[src/include/wspc_pkg.sv]
package wspc_pkg;
    // interrupt option register: global enable bit position and reset value
    localparam logic [7:0] WSPC_IOPT_ADDR = 8'hc8;
    localparam logic [7:0] WSPC_IOPT_RESET = 8'h00;
    localparam int WSPC_GIE_BIT = 4;
    // oscillator settle time after stop exit
    localparam int WSPC_CLK_MHZ = 200;
    localparam int WSPC_SETTLE_US = 1000;
    localparam int WSPC_SETTLE_CYC = WSPC_SETTLE_US * WSPC_CLK_MHZ;

    typedef enum logic [1:0]
    {
        WSPC_MODE_MAIN,
        WSPC_MODE_IRQ,
        WSPC_MODE_NMI
    } wspc_core_mode_t;

    typedef enum logic [1:0]
    {
        WSPC_RESUME_NONE,
        WSPC_RESUME_NEXT,
        WSPC_RESUME_SERVICE
    } wspc_resume_t;

    // request from core: low-power instruction executed
    typedef struct packed
    {
        logic wait_req;
        logic stop_req;
        wspc_core_mode_t mode;
    } wspc_entry_t;

    // wake report to core
    typedef struct packed
    {
        logic wake;
        wspc_resume_t action;
        logic nmi_first;
        logic stay_mode;
    } wspc_wake_t;
endpackage

[src/logic/wspc_ctrl.sv]
`timescale 1ns/1ps
// Summary of operation
// - wait halts fetch, keeps state, peripherals run
// - oscillator keeps peripheral clock during wait
// - wait exit by interrupt has no delay
// - any reset ends wait normally
// - stop halts oscillator, waits interrupt or reset
// - pin reset ends stop via reset
// - stop exit inserts oscillator settle delay
// - active watchdog turns stop into wait
// - main mode wake services interrupt then next
// - nmi mode wake continues, stays nmi
// - irq mode normal wake continues routine
// - irq mode nmi wake runs nmi first
// - wake leaves oscillator selection unchanged
// - global enable low blocks all wake-up
// - pending enabled request refuses entry
// - global enable is write-only option bit 4
module wspc_ctrl #(
    parameter int SETTLE_CYC = wspc_pkg::WSPC_SETTLE_CYC
)
(
    input wire logic clk_i,
    input wire logic rst_n_i,
    input wire wspc_pkg::wspc_entry_t entry_i,
    input wire logic opt_wr_i,
    input wire logic [7:0] opt_addr_i,
    input wire logic [7:0] opt_data_i,
    input wire logic irq_pend_i,
    input wire logic nmi_pend_i,
    input wire logic wdg_hw_i,
    input wire logic wdg_sw_i,
    input wire logic [1:0] osc_sel_i,
    output logic core_halt_o,
    output logic osc_run_o,
    output logic periph_clk_en_o,
    output logic [1:0] osc_sel_o,
    output logic global_interrupt_enable_o,
    output logic entry_refused_o,
    output wspc_pkg::wspc_wake_t wake_o
);
    import wspc_pkg::*;

    initial
    begin
        if (SETTLE_CYC < 1)
        begin
            $error("SETTLE_CYC must be at least one");
        end
    end

    typedef enum logic [1:0]
    {
        WSPC_RUN,
        WSPC_WAIT,
        WSPC_STOP,
        WSPC_SETTLE
    } wspc_state_t;

    localparam int CW = $clog2(SETTLE_CYC + 1);

    wspc_state_t state_q;
    wspc_core_mode_t mode_q;
    logic [CW-1:0] cnt_q;
    logic gie_q;
    logic nmi_wake_q;
    logic [1:0] osc_sel_q;

    logic wake_ev;
    logic enabled_pend;
    logic stop_as_wait;
    logic low_req;
    logic accept;
    logic enter_stop;
    logic stop_hold;
    logic resume_now;

    // nmi stays serviceable but only wakes with global enable set
    assign wake_ev = gie_q && (irq_pend_i || nmi_pend_i);
    assign enabled_pend = gie_q && irq_pend_i || nmi_pend_i;
    assign stop_as_wait = wdg_hw_i || wdg_sw_i;
    assign low_req = entry_i.wait_req || entry_i.stop_req;
    assign accept = state_q == WSPC_RUN && low_req && !enabled_pend;
    assign enter_stop = accept && entry_i.stop_req && !stop_as_wait;
    // stop entry drops the clock at once, not a cycle late
    assign stop_hold = enter_stop || (state_q == WSPC_STOP && !wake_ev);
    // both wake paths end here; the core restarts with the pulse
    assign resume_now = (state_q == WSPC_WAIT && wake_ev) ||
        (state_q == WSPC_SETTLE && cnt_q <= CW'(1));

    // write-only; single-bit ops are the core's concern, not ours
    always_ff @(posedge clk_i or negedge rst_n_i)
    begin
        if (!rst_n_i)
        begin
            gie_q <= WSPC_IOPT_RESET[WSPC_GIE_BIT];
        end
        else if (opt_wr_i && opt_addr_i == WSPC_IOPT_ADDR)
        begin
            gie_q <= opt_data_i[WSPC_GIE_BIT];
        end
    end

    // reset is async: it ends wait or stop at once
    always_ff @(posedge clk_i or negedge rst_n_i)
    begin
        if (!rst_n_i)
        begin
            state_q <= WSPC_RUN;
        end
        else
        begin
            case (state_q)
                WSPC_RUN:
                begin
                    if (accept)
                    begin
                        if (enter_stop)
                        begin
                            state_q <= WSPC_STOP;
                        end
                        else
                        begin
                            state_q <= WSPC_WAIT;
                        end
                    end
                end
                WSPC_WAIT:
                begin
                    if (wake_ev)
                    begin
                        state_q <= WSPC_RUN;
                    end
                end
                WSPC_STOP:
                begin
                    if (wake_ev)
                    begin
                        state_q <= WSPC_SETTLE;
                    end
                end
                WSPC_SETTLE:
                begin
                    if (cnt_q <= CW'(1))
                    begin
                        state_q <= WSPC_RUN;
                    end
                end
                default:
                begin
                    state_q <= WSPC_RUN;
                end
            endcase
        end
    end

    // mode taken at entry only; later mode changes cannot alter resume
    always_ff @(posedge clk_i or negedge rst_n_i)
    begin
        if (!rst_n_i)
        begin
            mode_q <= WSPC_MODE_MAIN;
        end
        else if (accept)
        begin
            mode_q <= entry_i.mode;
        end
    end

    // nmi seen at stop wake is kept until the settle ends
    always_ff @(posedge clk_i or negedge rst_n_i)
    begin
        if (!rst_n_i)
        begin
            nmi_wake_q <= 1'b0;
        end
        else if ((state_q == WSPC_WAIT || state_q == WSPC_STOP) &&
            wake_ev)
        begin
            nmi_wake_q <= nmi_pend_i;
        end
    end

    // settle counter runs on the local clock while the oscillator restarts
    always_ff @(posedge clk_i or negedge rst_n_i)
    begin
        if (!rst_n_i)
        begin
            cnt_q <= '0;
        end
        else if (state_q == WSPC_STOP && wake_ev)
        begin
            cnt_q <= CW'(SETTLE_CYC);
        end
        else if (state_q == WSPC_SETTLE)
        begin
            if (cnt_q <= CW'(1))
            begin
                cnt_q <= '0;
            end
            else
            begin
                cnt_q <= cnt_q - CW'(1);
            end
        end
    end

    // halt and clock outputs registered from next state view
    always_ff @(posedge clk_i or negedge rst_n_i)
    begin
        if (!rst_n_i)
        begin
            core_halt_o <= 1'b0;
            osc_run_o <= 1'b1;
            periph_clk_en_o <= 1'b1;
        end
        else
        begin
            // halt falls together with the wake pulse
            core_halt_o <= (state_q != WSPC_RUN && !resume_now) ||
                accept;
            osc_run_o <= !stop_hold;
            periph_clk_en_o <= !stop_hold;
        end
    end

    // oscillator selection only follows the core, never a wake
    always_ff @(posedge clk_i or negedge rst_n_i)
    begin
        if (!rst_n_i)
        begin
            osc_sel_q <= 2'h0;
        end
        else
        begin
            osc_sel_q <= osc_sel_i;
        end
    end
    assign osc_sel_o = osc_sel_q;

    // visible copy lags the write by one cycle
    always_ff @(posedge clk_i or negedge rst_n_i)
    begin
        if (!rst_n_i)
        begin
            global_interrupt_enable_o <= 1'b0;
        end
        else
        begin
            global_interrupt_enable_o <= gie_q;
        end
    end

    // refusal pulse, so the core knows to service instead
    always_ff @(posedge clk_i or negedge rst_n_i)
    begin
        if (!rst_n_i)
        begin
            entry_refused_o <= 1'b0;
        end
        else
        begin
            entry_refused_o <= state_q == WSPC_RUN && low_req &&
                enabled_pend;
        end
    end

    // resume decision, one-cycle pulse at return to run
    always_ff @(posedge clk_i or negedge rst_n_i)
    begin
        if (!rst_n_i)
        begin
            wake_o <= '0;
        end
        else
        begin
            wake_o <= '0;
            if (resume_now)
            begin
                wake_o.wake <= 1'b1;
                case (mode_q)
                    WSPC_MODE_MAIN:
                    begin
                        wake_o.action <= WSPC_RESUME_SERVICE;
                    end
                    WSPC_MODE_NMI:
                    begin
                        wake_o.action <= WSPC_RESUME_NEXT;
                        wake_o.stay_mode <= 1'b1;
                    end
                    default:
                    begin
                        wake_o.action <= WSPC_RESUME_NEXT;
                        wake_o.stay_mode <= 1'b1;
                        wake_o.nmi_first <= state_q == WSPC_WAIT ?
                            nmi_pend_i : nmi_wake_q;
                    end
                endcase
            end
        end
    end
endmodule

[config.mk]
export PLATFORM = sky130hd
export DESIGN_NAME = wspc_ctrl
export DESIGN_NICKNAME = d
export VERILOG_FILES = /design/src/include/wspc_pkg.sv /design/src/logic/wspc_ctrl.sv
export SDC_FILE = /design/constraint.sdc
export NUM_CORES = 1
export LEC_CHECK = 0
export BUFFER_PORTS_ARGS = -buffer_cell sky130_fd_sc_hd__buf_2
export CELL_PAD_IN_SITES_DETAIL_PLACEMENT = 0
export CELL_PAD_IN_SITES_GLOBAL_PLACEMENT = 1
export CORE_MARGIN = 3
export CORE_UTILIZATION = 40
export CTS_CLUSTER_DIAMETER = 30
export DETAILED_ROUTE_END_ITERATION = 8
export PLACE_DENSITY = 0.74
export SYNTH_ARGS = -nofsm -noshare
export SYNTH_HDL_FRONTEND = slang
export SYNTH_SLANG_ARGS = --single-unit
[constraint.sdc]
create_clock -name clk_i -period 2.64 [get_ports clk_i]
set_clock_uncertainty 0.1 [all_clocks]
set_input_delay 0.396 -clock clk_i [delete_from_list [all_inputs] [get_ports clk_i]]
set_output_delay 0.396 -clock clk_i [all_outputs]
set_load 0.03 [all_outputs]
==> flow_results.org, run 1 <==
** Run status
- Outcome :: completed

** Worst setup path
- Worst path buffer plus inverter count :: 0
- Data on the critical path arrives at its endpoint at 2490 ps.
- Sequence of cells on the critical path :: or4_4 > nor4_4 > nand2_2 > a221o_1 > mux2_4
- STA classifies the critical path endpoint as a flip-flop.
- Nature of the critical path startpoint :: flip-flop
- The worst setup path is of the reg2reg kind.
- Setup slack on the worst reg-to-reg path comes out at 220 ps.
- Of all nets on the critical path, the largest fanout is 6.
- Data required time at the worst endpoint :: 2710 ps
- Critical-path top delay cell :: or4_4
- Crit-path max cell delay :: 580 ps
- On the critical path the largest part of the delay comes from simple AND/OR/NAND/NOR gates.

** Layout
- Fraction of final layout cells with drive strength greater than 1 :: 28.6%
- The area growth from synthesis to layout is 20.7%.
- Total area of multi-input combinational cells :: 801 sq um
- ANT cells :: 0
- Count of nets after finishing :: between 200 and 250
- Post-layout instance area :: 2050 sq um
- # fillers :: approximately 360
- Across the whole layout, storage elements account for 852 sq um.

** Routing
- After detailed routing, the average wire length per cell comes to 14.1 microns.
- Before antenna repair, the detailed router went through 4 iterations.
- Summing over every cut layer, the via total after detailed routing is roughly 1400.
- After the first detailed-routing iteration, the DRC count stood at 82.
- Once detail routing completed, the nets flagged for antenna violations numbered 0.
- In the routed layout, each cell is associated on average with a via count of 5.43.
- Summed over all layers, the routed wires come to 3500 microns.
- Number of remaining DRC errors :: 0

** STA
- The number of hold-slack violations in the final timing report was 0.
- Setup repair after global routing left no endpoint under its margin.
- Period Utilization, post-route :: 91.5%
- For this run, the top clock speed supported by timing is 0.414 GHz.
- Setup total negative slack on the finished layout was measured at 0 ps.
- Number of failing setup endpoints in the final timing report :: 0
- Final critical-path required period :: 2420 ps
- Worst slew pin tran :: 757 ps
- The total count of max-transition violations in the final report is 0.
- Headroom to the max-slew limit :: 49.5%

** Clock network
- Max H-tree Level :: 2
- # resized after CTS :: 0
- TritonCTS clock tree :: done
- Cts bufs inserted :: 5
- Insertion delay to the later sink of the worst-skew pair :: 290 ps
- Number of hold buffers added after cts :: 0
- Clock slew at reported path FFs :: approximately 70 ps
- The number of setup buffers added after CTS is 0.
- The root buffer cell chosen for the clock tree is clkbuf_8.
- Clock tree synthesis found a total of 34 sinks.
- Maximum number of buffers from clock root to sink :: 2

** Floorplanning
- Boundary pin count :: 41
- Row generation in the floorplan step produced 23 rows.
- Die span in x :: just over 70 microns
- Starting density of the core :: 41.9%
- Core Footprint :: 4060 sq um
- In this run the vertical extent of the chip is 71.2 microns.
- Area of the die :: 5070 sq um

** Synthesis
- For this run, the register share of the synthesized area comes to 50.1%.
- When the netlist entered floorplanning its net count stood at a little under 200.
- Synthesis instantiated 43 different standard cells from the library.
- Number of synthesized flops with an enable pin :: 0
- Mean post-synth cell area :: 10.6 sq um
- In this run the cell area of the synthesized design comes to 1700 sq um.
- Counting every instance in the synthesized netlist gives roughly 160.
- After synthesis, the share of flip-flops with an asynchronous set or reset is 100%.
- The synthesized design contains 34 register bits.
- Synth warnings :: 0
- The most used flip-flop cell after synthesis is dfrtp_1.

** Place
- Once detailed placement completed, the half-perimeter wirelength came to 2520 microns.
- I/O Buffers :: 33
- Routability-driven placement finished with a final weighted congestion of 0.718.
- In this run the cell area measured after placement is 1910 sq um.

** GRT
- Global routing used 15.7% of the available tracks.
- The number of global-route vias before repair was 1416.
- The number of antenna violations at the first check in global routing was 0.
- Entering global routing, the biggest net connects 35 pins.
- Summed over all layers, the global routing overflow is 0.
- The first global-routing pass estimated 6360 microns of wire.

** Power
- Summing internal, switching and leakage power gives between 1.5 and 2 mW.
- Sequential cells burn 41.4% of the power.
- Worst VDD drop :: 0.320 mV
- Switching Power :: 529 uW
- Per report_power, the clock group accounts for 33.5% of the total.
- Dividing total power by cell area gives a power density of 841 nW/um^2.
- Switching Fraction :: 30.7%
- Cell Int Power :: 1.20 mW
- Combinational logic burns approximately 25% of the power.
- Leakage Power :: 0.846 nW

** Run
- Max-Cap Viols :: 0

** Min path
- The tightest min-delay check is of the in2async type.
-- cells by family (layout without fill, tap and decap cells) --
family	after synthesis	in the layout	share of synthesized area, %
flops	34	34	50.1
buf+inv	10	48	2.80
compound gates	33	33	12.4
simple gates	70	70	24.9
fa+ha+maj	6	6	4.41
mux	8	8	5.30
-- cell usage in the layout (no fill, tap or decap), drive strengths merged, types with 2 or more instances in the layout --
master	instances
buf	35
dfrtp	33
nor2	14
or3	11
a21oi	11
nand2	11
o21ai	8
ha	6
nor3	6
inv	5
clkbuf	5
mux2	5
nand3	4
o31ai	4
or4	4
nor4	4
nand4	3
mux2i	3
a31o	3
or4b	3
o21a	2
a32o	2
nand3b	2
nand2b	2
bufinv	2
-- metal layers --
metal	track usage [%]	up-vias	routed length, microns
met5	0	-	0
met4	5.01	0	51
met3	4.40	7	176
met2	26.0	39	1690
met1	19.8	641	1580
li1	-	666	-
-- registers in the layout (all words and copies together), names as in the netlist --
name and flops:
nmi_wake_q 1, core_halt_o 1, entry_refused_o 1, cnt_q 18, gie_q 1, osc_sel_o 2, periph_clk_en_o 1, state_q 2
wake_o 4, global_interrupt_enable_o 1, mode_q 2
-- synth_stat cells (3+ instances only) --
master,number,share of area [%]
a21oi_1,11,3.2
dfrtp_1,33,49
ha_1,6,4.4
inv_1,5,1.1
mux2_2,4,2.6
mux2i_1,3,1.8
nand2_1,10,2.2
nand3_1,4,1.2
nand4_1,3,1.1
nor2_1,14,3.1
nor3_1,5,1.5
nor4_1,3,1.1
o21ai_0,8,2.4
o31ai_1,4,1.8
or3_1,11,4.0
or4_1,3,1.3
-- final cells by class --
type | count | share of cell area [%]
Clock inverter | 3 | 3.35
Sequential cell | 34 | 41.5
Inverter | 5 | 0.915
Multi-Input combinational cell | 117 | 39.0
Clock buffer | 5 | 3.35
Timing Repair Buffer | 35 | 8.78
Tap cell | 50 | 3.05
-- stage by stage --
step,utilization [%],cells,hold slack [ps],setup WS [ps]
2_1_floorplan,-,161,0.409,369
3_3_place_gp,47.2,241,340,256
3_5_place_dp,47.2,241,352,254
4_1_cts,50.6,249,99.2,227
5_1_grt,50.6,249,101,152
6_report,50.6,249,74.2,225
-- power by group through the flow --
| stage | Sequential (mW) | Combinational (mW) | Clock, mW |
|---|---|---|---|
| finish | 0.715 | 0.434 | 0.578 |
| global route | 0.736 | 0.492 | 0.614 |
| CTS | 0.715 | 0.441 | 0.591 |
| detailed placement | 0.724 | 0.437 | 0 |
| global placement | 0.718 | 0.428 | 0 |
| floorplan | 0.744 | 0.296 | 0 |
-- path summary, 6_finish.rpt --
| kind | start | end | cells after the start |
|---|---|---|---|
| min in group clk_i | osc_sel_i[0] | osc_sel_o[0] | 1 |
| min | rst_n_i | mode_q[0] | 1 |
| max | cnt_q[11] | state_q[1] | 5 |
| max in group asynchronous | rst_n_i | cnt_q[1] | 1 |
| max reg2reg | cnt_q[11] | state_q[1] | 5 |
| min reg2reg | mode_q[1] | wake_o[3] | 1 |
Power figures use the tool's default switching activity.
==> run 2, diff against run 1 <==
CTS_BUF_LIST = sky130_fd_sc_hd__clkbuf_16   (was unset)
==> run 2 against run 1 <==
Effect of this change:
- power grew 10%
- critical path type unchanged
- critical path depth is the same
- clock-buffer cell count is the same
- combinational power about the same
==> flow_results.org, run 2 (synthesis results as in run 1) <==
** Run status
- Outcome :: completed (unchanged)

** GRT
- First-pass GRT wire length :: 6330 microns (was 6360 microns)
- Initial antenna violation count :: 0 (unchanged)
- The maximum number of pins on one net before global-route repair was 35 (unchanged).
- Vias in the first global route :: 1409 (was 1416)
- The remaining global-route overflow was 0 (unchanged).
- Overall routing resource usage :: 15.4% (was 15.7%)

** STA
- The ratio of final minimum period to clock period is 91.3% (was 91.5%).
- Setup TNS :: 0 ps (unchanged)
- The peak clock frequency supported by timing is 0.415 GHz (was 0.414 GHz).
- The transition time at the pin with the least slew margin is 755 ps (was 757 ps).
- Hold slack final :: 91.5 ps (was 74.2 ps)
- The final critical-path setup slack was 231 ps (was 225 ps).
- Headroom to the max-slew limit :: 49.6% (was 49.5%)
- Final critical-path required period :: 2410 ps (was 2420 ps)
- Unrepaired setup endpoints after global routing: no (unchanged).
- The total count of max-transition violations in the final report is 0 (unchanged).
- Final Hold Violating Endpoints :: 0 (unchanged)
- Number of failing setup endpoints in the final timing report :: 0 (unchanged)

** Floorplanning
- The die height came to 71.2 microns (unchanged).
- The area of the placeable core is 4060 sq um (unchanged).
- The number of primary I/O pins was 41 (unchanged).
- Starting density of the core :: 41.9% (unchanged)
- The die span in x came to 71.2 microns (unchanged).
- The floorplan row count came to 23 (unchanged).
- The total die area was 5070 sq um (unchanged).

** Clock network
- The maximum number of buffers from clock root to sink came to 2 (unchanged).
- # resized after CTS :: 0 (unchanged)
- The clock net sink count came to 34 (unchanged).
- Number of hold buffers added after cts :: 0 (unchanged)
- The post-CTS clock slew at the launch and capture registers of the worst setup and hold paths was 60 ps (was 70 ps).
- The clock tree from TritonCTS is done (unchanged).
- Insertion delay to the later sink of the worst-skew pair :: 280 ps (was 290 ps)
- The number of clock buffers inserted by TritonCTS is 5 (unchanged).
- Clock Tree Root :: clkbuf_16 (was clkbuf_8)
- The number of buffers added for setup after CTS is 0 (unchanged).
- Max H-tree Level :: 2 (unchanged)

** Place
- I/O Buffers :: 33 (unchanged)
- Total placed cells including tap cells :: 241 (unchanged)
- The final RePlAce weighted congestion is 0.718 (unchanged).
- Worst setup slack after placement :: 254 ps (unchanged)
- The placed wire-length estimate came to 2520 microns (unchanged).
- The placed instance area came to 1910 sq um (unchanged).

** Worst setup path
- Endpoint of the worst setup timing path :: state_q[1] (unchanged)
- Launch point of the critical path :: cnt_q[11] (unchanged)
- The kind of end point of the critical path is a flip-flop (unchanged).
- Worst Path Max Fanout :: 6 (unchanged)
- The setup slack on the worst flop-to-flop path came to 230 ps (was 220 ps).
- The worst flop-to-flop path endpoint is state_q[1] (unchanged).
- The nature of the critical path startpoint was a flip-flop (unchanged).
- The critical path data required time came to 2690 ps (was 2710 ps).
- The path depth of the worst reg2reg path is 5 (unchanged).
- The critical path class is reg2reg (unchanged).
- Startpoint of the most critical register-to-register path :: cnt_q[11] (unchanged)
- The critical path data arrival time was 2460 ps (was 2490 ps).

** Routing
- Residual antenna-violating net count after detailed routing :: 0 (unchanged)
- Vias :: 1358 (was 1353)
- Routed length per placed instance :: 14.0 microns (was 14.1 microns)
- Final wirelength :: 3480 microns (was 3500 microns)
- Via density :: 5.45 (was 5.43)
- Number of violations reported at the end of detailed-routing iteration 0 :: 68 (was 82)
- Number of remaining DRC errors :: 0 (unchanged)
- The iteration count of the initial detailed-routing pass was 5 (was 4).

** Layout
- The combined flip-flop and latch cell area is 852 sq um (unchanged).
- Biggest registers after layout :: cnt_q: 18 flops, wake_o: 4 flops (unchanged)
- The summed area of non-filler cells in the final layout was 2110 sq um (was 2050 sq um).
- Max reg flops :: 18 (unchanged)
- Count of nets after finishing :: 233 (unchanged)
- Total area of multi-input combinational cells :: 801 sq um (unchanged)
- Reg with most FFs :: cnt_q (unchanged)
- Non-filler cells in the finished layout :: 249 (unchanged)
- Layout overhead on the synthesized area :: 24.0% (was 20.7%)
- # fillers :: 357 (was 362)
- The share of cells above drive strength 1 was 28.6% (unchanged).
- ANT cells :: 0 (unchanged)
- Commonest cells after routing, fill and taps aside :: 33 x dfrtp_1, 33 x buf_2, 14 x nor2_1 (unchanged)
- The final cell utilization of the core came to 52.0% (was 50.6%).

** Run
- The number of violations of the max-capacitance limit was 0 (unchanged).

** Power
- Leakage Power :: 0.872 nW (was 0.846 nW)
- Power per unit of standard cell area :: 904 nW/um^2 (was 841 nW/um^2)
- The total power consumption of the routed design came to 1.91 mW (was 1.73 mW).
- The largest vdd supply drop was 0.345 mV (was 0.320 mV).

** Min path
- The worst min-delay path class is in2async (unchanged).
[run 2: cell count changes in the layout (fill, tap and decap cells not counted)]
cell / previous run / this run
clkbuf_16: 0 / 5
clkbuf_8: 5 / 0
[run 2: final cells by class]
class / instances / area share, %
well taps: 50 / 2.97
clock inverters: 3 / 3.26
flip-flops and latches: 34 / 40.4
multi-input cells: 117 / 38.0
repair buffers: 35 / 8.55
inverters: 5 / 0.890
clock buffers: 5 / 5.93
[run 2: worst min-delay path by stage]
stage | slack [ps] | depth (start not counted) | to
final | 90 | 1 | wake_o[2]
after global routing | 120 | 1 | osc_sel_o[0]
after CTS | 120 | 1 | wake_o[2]
after detailed placement | 350 | 1 | wake_o[3]
after global placement | 340 | 1 | wake_o[3]
after floorplan | 0.4 | 0 | cnt_q[0]
[run 2: where the power goes]
group | total (mW) | switching (mW) | internal (mW)
Combinational | 0.435 | 0.242 | 0.192
Sequential | 0.715 | 0.0863 | 0.628
Clock | 0.757 | 0.215 | 0.542
Total | 1.91 | 0.544 | 1.36
[run 2: worst max-delay path: stages (launching register included)]
cell     delay [ps]
dfrtp_1         390
or4_4           580
nor4_4          400
nand2_2         140
a221o_1         370
mux2_4          310
[run 2: per-layer routing]
| metal | vias to the layer above | wire, microns | GRT usage, % |
|---|---|---|---|
| li1 | 670 | - | - |
| met1 | 644 | 1590 | 19.9 |
| met2 | 41 | 1690 | 26.0 |
| met3 | 3 | 164 | 3.98 |
| met4 | 0 | 26 | 3.13 |
| met5 | - | 0 | 0 |
